[config.mk]
export PLATFORM = sky130hd
export DESIGN_NAME = supply_watchdog_reset_supervisor
export DESIGN_NICKNAME = d
export VERILOG_FILES = /design/src/pkg/supervisor_pkg.sv /design/src/pkg/tick_if.sv /design/src/core/tick_divider.sv /design/src/core/supply_watchdog_reset_supervisor.sv
export SDC_FILE = /design/constraint.sdc
export NUM_CORES = 1
export LEC_CHECK = 0
export BUFFER_PORTS_ARGS = -buffer_cell sky130_fd_sc_hd__buf_2
export CAP_MARGIN = 10
export CORE_UTILIZATION = 45
export DETAILED_ROUTE_END_ITERATION = 10
export PLACE_DENSITY_LB_ADDON = 0.1
export SYNTH_ARGS = -nofsm -noshare
export SYNTH_HDL_FRONTEND = slang
export SYNTH_SLANG_ARGS = --single-unit
[constraint.sdc]
create_clock -name ref_clk -period 2.41 [get_ports ref_clk]
set_clock_uncertainty 0.1 [all_clocks]
set_input_delay 0.482 -clock ref_clk [delete_from_list [all_inputs] [get_ports ref_clk]]
set_output_delay 0.482 -clock ref_clk [all_outputs]
set_load 0.01 [all_outputs]
[src/pkg/supervisor_pkg.sv]
package supervisor_pkg;
   // ==========================================================
   // clock and timing
   localparam int unsigned CLK_HZ          = 25_000_000;
   localparam int unsigned RESET_HOLD_MS   = 500;
   localparam int unsigned WDOG_NOM_MS     = 700;
   localparam int unsigned WDOG_MIN_MS     = 500;
   localparam int unsigned WDOG_MAX_MS     = 900;
   localparam int unsigned STROBE_MIN_NS   = 500;
   localparam int unsigned DEBOUNCE_US     = 10_000;
   localparam int unsigned TICK_US         = 1000;
   // ==========================================================
   // derived counts: one millisecond tick drives the long timers
   localparam int unsigned TICK_CYC        = CLK_HZ / 1_000_000 * TICK_US;
   localparam int unsigned STROBE_CYC      =
      (STROBE_MIN_NS * (CLK_HZ / 1_000_000) + 999) / 1000;
   localparam int unsigned DEBOUNCE_TICKS  = DEBOUNCE_US / TICK_US;
   localparam int unsigned CNT_W           = 24;
   // ==========================================================
   // pulse states
   typedef enum logic [2:0] {
      ST_HOLD = 3'b001,
      ST_RUN  = 3'b010,
      ST_PUSH = 3'b100
   } sup_state_e;
endpackage

[src/pkg/tick_if.sv]
`timescale 1ns/1ns
`default_nettype none
interface tick_if;
   logic tick;
   modport src (output tick);
   modport dst (input tick);
endinterface
`default_nettype wire

[src/core/tick_divider.sv]
`timescale 1ns/1ns
`default_nettype none
module tick_divider #(
   parameter int unsigned DIV = supervisor_pkg::TICK_CYC
) (
   input  wire logic ref_clk,
   input  wire logic resetn,
   tick_if.src       tk
);
   import supervisor_pkg::*;
   logic [CNT_W-1:0] cnt_q;
   logic [CNT_W-1:0] cnt_d;
   logic             tick_q;
   logic             tick_d;

   always_comb begin
      tick_d = (cnt_q == CNT_W'(DIV - 1));
      cnt_d  = tick_d ? '0 : cnt_q + 1'b1;
   end

   always_ff @(posedge ref_clk) begin
      if (!resetn) begin
         cnt_q  <= '0;
         tick_q <= 1'b0;
      end else begin
         cnt_q  <= cnt_d;
         tick_q <= tick_d;
      end
   end

   assign tk.tick = tick_q;
endmodule
`default_nettype wire

[src/core/supply_watchdog_reset_supervisor.sv]
`timescale 1ns/1ns
`default_nettype none
// Behaviour
// - pin pulled low at once while supply is below threshold
// - pin held low at least 500 ms after supply recovers
// - watchdog time-out nominally 700 ms, within 500 to 900 ms
// - missed strobe gives a reset pulse of at least 500 ms
// - pulses repeat every time-out until a strobe arrives
// - sensed strobe band restarts the watchdog timer
// - external low is debounced, bounce is not separate events
// - external low held past the debounce time, however long, gives at least 500 ms reset
// - open-drain output only, pin never driven high
// - deep low is push-button reset, high is no request
module supply_watchdog_reset_supervisor #(
   parameter int unsigned TICK_CYC   = supervisor_pkg::TICK_CYC,
   parameter int unsigned HOLD_TICKS = supervisor_pkg::RESET_HOLD_MS,
   parameter int unsigned WDOG_TICKS = supervisor_pkg::WDOG_NOM_MS,
   parameter int unsigned DEB_TICKS  = supervisor_pkg::DEBOUNCE_TICKS,
   parameter int unsigned STB_CYC    = supervisor_pkg::STROBE_CYC
) (
   input  wire logic ref_clk,
   input  wire logic resetn,
   input  wire logic supply_good,
   input  wire logic strobe_low_level,
   input  wire logic push_button_reset,
   output var  logic reset_strobe_pin_o,
   output var  logic reset_strobe_pin_oe,
   output var  logic wdog_expired
);
   import supervisor_pkg::*;

   // ==========================================================
   // input synchronisers (pin comparators are asynchronous)
   logic [1:0] sg_q;
   logic [1:0] stb_q;
   logic [1:0] pb_q;

   always_ff @(posedge ref_clk) begin
      if (!resetn) begin
         sg_q  <= '0;
         stb_q <= '0;
         pb_q  <= '0;
      end else begin
         sg_q  <= {sg_q[0], supply_good};
         stb_q <= {stb_q[0], strobe_low_level};
         pb_q  <= {pb_q[0], push_button_reset};
      end
   end

   // raw supply_good also feeds the pin directly so the pull-down
   // has no synchroniser latency on a brown-out
   wire supply_ok = sg_q[1];

   tick_if tk ();
   tick_divider #(.DIV(TICK_CYC)) u_div (
      .ref_clk (ref_clk),
      .resetn  (resetn),
      .tk      (tk)
   );

   // ==========================================================
   // state and counters
   sup_state_e       st_q,  st_d;
   logic [CNT_W-1:0] hold_q, hold_d;
   logic [CNT_W-1:0] wd_q,   wd_d;
   logic [CNT_W-1:0] deb_q,  deb_d;
   logic [CNT_W-1:0] sw_q,   sw_d;
   logic             pin_q,  pin_d;
   logic             exp_q,  exp_d;
   logic             strobe_ok;
   logic             pb_seen;

   always_comb begin
      st_d      = st_q;
      hold_d    = hold_q;
      wd_d      = wd_q;
      deb_d     = deb_q;
      sw_d      = sw_q;
      exp_d     = exp_q;
      strobe_ok = 1'b0;
      pb_seen   = 1'b0;
      // strobe width filter: only a band low of STB_CYC counts
      if (stb_q[1] && !pin_q && !pb_q[1]) begin
         if (sw_q != CNT_W'(STB_CYC))
            sw_d = sw_q + 1'b1;
         strobe_ok = (sw_q == CNT_W'(STB_CYC - 1));
      end else begin
         sw_d = '0;
      end
      // debounce: the low must stay for DEB_TICKS ms; a short bounce
      // restarts the count, so the button waits out its own chatter
      if (pb_q[1] && !pin_q) begin
         if (tk.tick && deb_q != CNT_W'(DEB_TICKS))
            deb_d = deb_q + 1'b1;
         pb_seen = (deb_q == CNT_W'(DEB_TICKS));
      end else begin
         deb_d = '0;
      end
      unique case (st_q)
         ST_HOLD: begin
            if (!supply_ok) begin
               hold_d = '0;
            end else if (tk.tick) begin
               // one extra tick: the first tick lands at an unknown
               // phase, so HOLD_TICKS whole periods still follow it
               if (hold_q == CNT_W'(HOLD_TICKS)) begin
                  st_d = ST_RUN;
                  wd_d = '0;
                  hold_d = '0;
               end else begin
                  hold_d = hold_q + 1'b1;
               end
            end
         end
         ST_RUN: begin
            if (strobe_ok) begin
               wd_d  = '0;
               exp_d = 1'b0;
            end else if (tk.tick) begin
               if (wd_q == CNT_W'(WDOG_TICKS - 1)) begin
                  st_d   = ST_HOLD;
                  hold_d = '0;
                  exp_d  = 1'b1;
               end else begin
                  wd_d = wd_q + 1'b1;
               end
            end
            if (pb_seen) begin
               st_d = ST_PUSH;
               deb_d = '0;
            end
         end
         ST_PUSH: begin
            // go straight to a full hold, whatever the press length
            st_d   = ST_HOLD;
            hold_d = '0;
         end
         default: st_d = ST_HOLD;
      endcase
      if (!supply_ok) begin
         st_d   = ST_HOLD;
         hold_d = '0;
         exp_d  = 1'b0;
      end
      pin_d = (st_d != ST_RUN) || !supply_good;
   end

   always_ff @(posedge ref_clk) begin
      if (!resetn) begin
         st_q   <= ST_HOLD;
         hold_q <= '0;
         wd_q   <= '0;
         deb_q  <= '0;
         sw_q   <= '0;
         pin_q  <= 1'b1;
         exp_q  <= 1'b0;
      end else begin
         st_q   <= st_d;
         hold_q <= hold_d;
         wd_q   <= wd_d;
         deb_q  <= deb_d;
         sw_q   <= sw_d;
         pin_q  <= pin_d;
         exp_q  <= exp_d;
      end
   end

   // ==========================================================
   // open-drain pin: data fixed low, only the enable moves
   always_ff @(posedge ref_clk) begin
      if (!resetn) begin
         reset_strobe_pin_o  <= 1'b0;
         reset_strobe_pin_oe <= 1'b1;
         wdog_expired        <= 1'b0;
      end else begin
         reset_strobe_pin_o  <= 1'b0;
         reset_strobe_pin_oe <= pin_d;
         wdog_expired        <= exp_d;
      end
   end
endmodule
`default_nettype wire

# After elaboration in Yosys (flattened, before gate mapping)
# Index checks and enable logic that the tools add are counted.
# classes
reduce_logical	18
bitwise_logic	1
eq_ne	19
n_addsub	5
mux	30
# op_table
operator	count
$mux W24	15
$add A24 B1 Y24 const B	5
$pmux W24 S3	1
$eq A24 B4 Y1 const B	2
$ne A24 B4 Y1 const B	2
$pmux W24 S2	1
$eq A24 B10 Y1 const B	1
$eq A24 B15 Y1 const B	1
$eq A24 B9 Y1 const B	1
$mux W3	7
$ne A2 B2 Y1 const B	4
$ne A3 B2 Y1 const B	2
$pmux W3 S2	1
$reduce_and A6 Y1	1
$reduce_bool A2 Y1	3
$mux W1	5
$reduce_and A5 Y1	1
$logic_and A1 B1 Y1	4
$ne A2 B1 Y1 const B	2
$reduce_and A2 Y1	2
$eq A3 B1 Y1 const B	1
$eq A3 B2 Y1 const B	1
$eq A3 B3 Y1 const B	1
$logic_not A1 Y1	3
6 further kinds	6
# word_totals
reg_bits	132
in_bits	5
elab_cells	85
out_inout_bits	3

# Longest topological paths before layout
# logic_depth
ltp_word	10
mapped_depth	10
ltp_nobuf	8

# By module
# Synthesis repeated with hierarchy kept, for this count alone.
# unflattened
hier_cells	796
hier_area_um2	6533.8
# modules_own_cells
module	instances	area_per_inst_um2	cells_per_inst	seq_area_each_um2
supply_watchdog_reset_supervisor	1	5355.1	661	2142.1
tick_divider	1	1178.6	135	500.5

# Least setup slack after synthesis
# No wires, ideal clock.
# synth_timing
path_kind	flip-flop to flip-flop
start	reg sw_q[4]
end	reg wd_q[9]
arrival_time_ns	2.246
synth_period_minus_slack_ns	2.470
t_required_ns	2.186
path_stages_with_launch	9
n_path_buf	2
path_slack_ns	-0.060
setup_time_ns	0.124
path_cell_list	dfxtp_1 > clkbuf_1 > or4_4 > or4_1 > o211ai_2 > buf_2 > a31oi_1 > o21ai_0 > o31ai_1
# synth_via
elab_chain_cells	4
word_cells_on_any_way	7
classes_between	3 x eq/ne; 3 x mux; 1 x reduce/logical
# synth_lines
item	line	rtl
start: declaration	supply_watchdog_reset_supervisor.sv:67	logic [CNT_W-1:0] sw_q, sw_d;
start signal: assignment	supply_watchdog_reset_supervisor.sv:162	sw_q <= sw_d;
$eq A24 B4 Y1 (*)	supply_watchdog_reset_supervisor.sv:86	strobe_ok = (sw_q == CNT_W'(STB_CYC - 1));
$mux W1 (*)	supply_watchdog_reset_supervisor.sv:83	if (stb_q[1] && !pin_q && !pb_q[1]) begin
$ne A3 B2 Y1 (no source line) (tied with other cells)	n/a	
$reduce_and A6 Y1 (no source line) / $pmux W24 S2 (equally long branches)	n/a	
end signal: assignment	supply_watchdog_reset_supervisor.sv:160	wd_q <= wd_d;
end: declaration	supply_watchdog_reset_supervisor.sv:65	logic [CNT_W-1:0] wd_q, wd_d;
# Every way passes the cells marked *; elsewhere a longest branch is shown, timed or not.
# A chain may end at the register's enable or synchronous reset.

# Worst setup path in the final report
# layout_timing
start	reg sw_q[14]
end	reg wd_q[21]
# Same word-level chain as after synthesis.

==> run_results.csv <==
group,metric,value,unit
synth,synth-main-ff-cell,"dfxtp_1",
power,p_leak,0.00260,uW
global_route,grt_pass1_vias,5509,
synth,synth_top_family_by_area,"simple AND/OR/NAND/NOR gates",
global_route,grt-busiest-layer,"met2",
global_route,antenna_found_initial,0,
critical_path,path_cells,"or4_4, or4_4, o211ai_4, buf_12, buf_4, or4_1, nand3_1",
clocking,cts_buffer_depth,2,
critical_path,crit_type,"flip-flop to flip-flop",
die,rows,43,
critical_path,cpMaxStageDelayCell,"or4_4",
drt,wl_per_cell,14.6,um
drt,drtPass1Iterations,5,
critical_path,endpoint,"wd_q[21]",
hold_path,whs_path_depth,2,
die,io_pins,8,
power,p_total,4930,uW
synth,ys_ff_latch,132,
layout,nets,868,
synth,synth_mux_area_frac,0.00307,
critical_path,slowest_delay,570,ps
synth,asyncSetResetFlopFracSynth,0,
global_route,grt_max_degree,42,
synth,syn_inst,809,
global_route,grt_pass1_wl,26000,um
synth,yosysUniqueCellTypes,61,
die,die_area,15000,um2
global_route,use_met3,0.0558,
power,ir_drop,0.000514,V
status,outcome,"complete, no violations",
place,numPortBuffers,6,
synth,syn_nets,823,
clocking,cts_made_buffers,17,
critical_path,cp-end-kind,"flip-flop",
synth,yosys.area.top_type,"dfxtp_1",
clocking,clk_pin_slew_worst_paths,60,ps
critical_path,regToRegEndpoint,"wd_q[21]",
synth,synth_top_area_share,0.406,
synth,synth_xor_area_frac,0.0767,
timing,min_period_over_period,0.971,
synth,synth.most_common_cell,"dfxtp_1",
timing,worst_pin_slew,653,ps
critical_path,regToRegStartpoint,"sw_q[14]",
critical_path,path_max_fanout,16,
power,powerDensity,633,nW/um2
drt,via_per_inst,5.77,
global_route,met1_usage,0.294,
critical_path,start_kind,"flip-flop",
layout,antenna_cells,0,
die,start_util,0.465,
die,die_h,122,um
drt,ant_nets,0,
synth,syn_area_per_cell,8.05,um2
clocking,cts.sinks,132,
layout,drive_gt1_frac,0.138,
synth,synth_warnings,0,
synth,yosys.area_share.adder,0.0173,
die,core-area,14000,um2
clocking,cts_htree_levels,4,
global_route,grt-ovfl-total,0,
critical_path,crit_start,"sw_q[14]",
timing,slew_violations,0,
drt,vias,6042,
clocking,clock_latency,420,ps
critical_path,cpMostUsedCell,"or4_4",
timing,setup_viol,0,
critical_path,arrival,2540,ps
drt,drc,0,
timing,fmax,0.427,GHz
global_route,grtUsageMet2,0.341,
die,die_w,122,um
timing,hold_viol,0,
clocking,cts_tree,"yes",
timing,hold_slack,179,ps
timing,layout_setup_ws,69.9,ps
place,place_ws,-25.1,ps
synth,synth_simple_gate_area_frac,0.324,
global_route,grtUsageTotal,0.218,
critical_path,reg2reg_depth,7,
drt,drt_iter0_drc,403,
synth,synth_common_cells,"dfxtp_1 (132), nor2_1 (97), nand2_1 (75)",
synth,synth_compound_area_frac,0.140,
critical_path,cp_data_required_time,2610,ps
timing,fin_crit,2340,ps
clocking,cts_hold_buffers,0,
layout,fillers,1299,
synth,ys_seq_area_frac,0.406,
timing,slew_headroom,0.564,
layout,area_growth,19.5,%
synth,netlist_area,6510,um2
critical_path,reg2reg_setup_slack,70,ps
run,maxCapViolCount,0,
place,hpwl,10600,um
synth,synth-edff-count,0,
synth,netlist_top_cells_area,"dfxtp_1 (41%), nor2_1 (5.6%), a21oi_1 (4.4%)",
place,place_congestion,0.864,
hold_path,hold_class,"input port to flip-flop",
drt,wirelength,15300,um
clocking,root_buffer,"clkbuf_16",
## power by group
group          switching, uW  internal, uW
clock                    942          1740
sequential              5.76          2190
combinational           31.7          16.9
## how the worst min path moves through the flow
| stage | start | endpoint | slack (ps) |
|---|---|---|---|
| 3_3_place_gp | sg_q[0] | sg_q[1] | 320 |
| 3_5_place_dp | stb_q[0] | stb_q[1] | 320 |
| 6_report | strobe_low_level | stb_q[0] | 180 |
| 4_1_cts | strobe_low_level | stb_q[0] | 160 |
| 5_1_grt | push_button_reset | pb_q[0] | 180 |
| 2_1_floorplan | pb_q[0] | pb_q[1] | 310 |
## area by class of cell
class / count / area (um2) / share of cell area
clock buffer: 25 / 495 / 0.0637
clock inverter: 7 / 120 / 0.0154
inverter: 18 / 67.6 / 0.00868
multi-input combinational: 622 / 3730 / 0.480
sequential: 132 / 2640 / 0.340
tap: 180 / 225 / 0.0289
timing repair buffer: 63 / 495 / 0.0637
## cell families after synthesis
kind of cell             count (synthesis)
AND/OR/NAND/NOR                        403
AO/OA/AOI/OAI                          150
flip-flops                             132
XOR/XNOR                                57
buffers and inverters                   55
adder cells (fa/ha/maj)                  9
multiplexers                             2
other                                    1
## critical path, delay by kind of cell, from the launching register on
family / cells / cell delay, ps
flops: 1 / 320
simple gates: 4 / 1310
compound gates: 1 / 220
buf+inv: 2 / 280
## registers in the layout, indices dropped and copies added (netlist names)
name                 flops
deb_q                   24
hold_q                  24
pb_q                     2
reset_strobe_pin_oe      1
sg_q                     2
st_q                     3
stb_q                    2
sw_q                    24
u_div.cnt_q             24
u_div.tk.tick            1
wd_q                    24
wdog_expired             1
## what timing repair did
action | 4_1_cts | 5_1_grt
resized for setup | 2 | 22
setup endpoints to repair | 1 | 62
endpoints found under the hold margin | 0 | 0
pin swaps | 1 | 11
setup buffers | 1 | 4
## per-stage QoR
step / instances / utilization / area (um2) / TNS [ps]
after floorplan: 809 / - / 6520 / 0
after global placement: 1010 / 0.504 / 7050 / 0
after detailed placement: 1010 / 0.504 / 7050 / -25.1
after CTS: 1043 / 0.549 / 7680 / 0
after global routing: 1047 / 0.556 / 7780 / -9.32
final: 1047 / 0.556 / 7780 / 0
## layer usage
layer | share of wire | vias to the layer above | routed length [um]
met5 | 0 | - | 0
met4 | 0.0078 | 0 | 119
met3 | 0.045 | 11 | 681
met2 | 0.46 | 151 | 7060
li1 | - | 3019 | -
met1 | 0.49 | 2861 | 7430
## placed cells by master (no fill, tap or decap), types with 15 or more instances in the layout
cell type	netlist	routed
nor4_1	22	22
or3_1	22	22
nand4_1	26	26
clkbuf_16	0	17
o21ai_0	39	34
dfxtp_1	132	131
and3_1	19	17
or4_1	19	15
xor2_1	28	28
inv_1	18	18
xnor2_1	29	29
nand3_1	49	49
buf_4	2	54
nor3_1	23	23
nand2_1	75	75
a21oi_1	57	56
nor2_1	97	96
No activity file was read; power rests on OpenSTA's default activity.
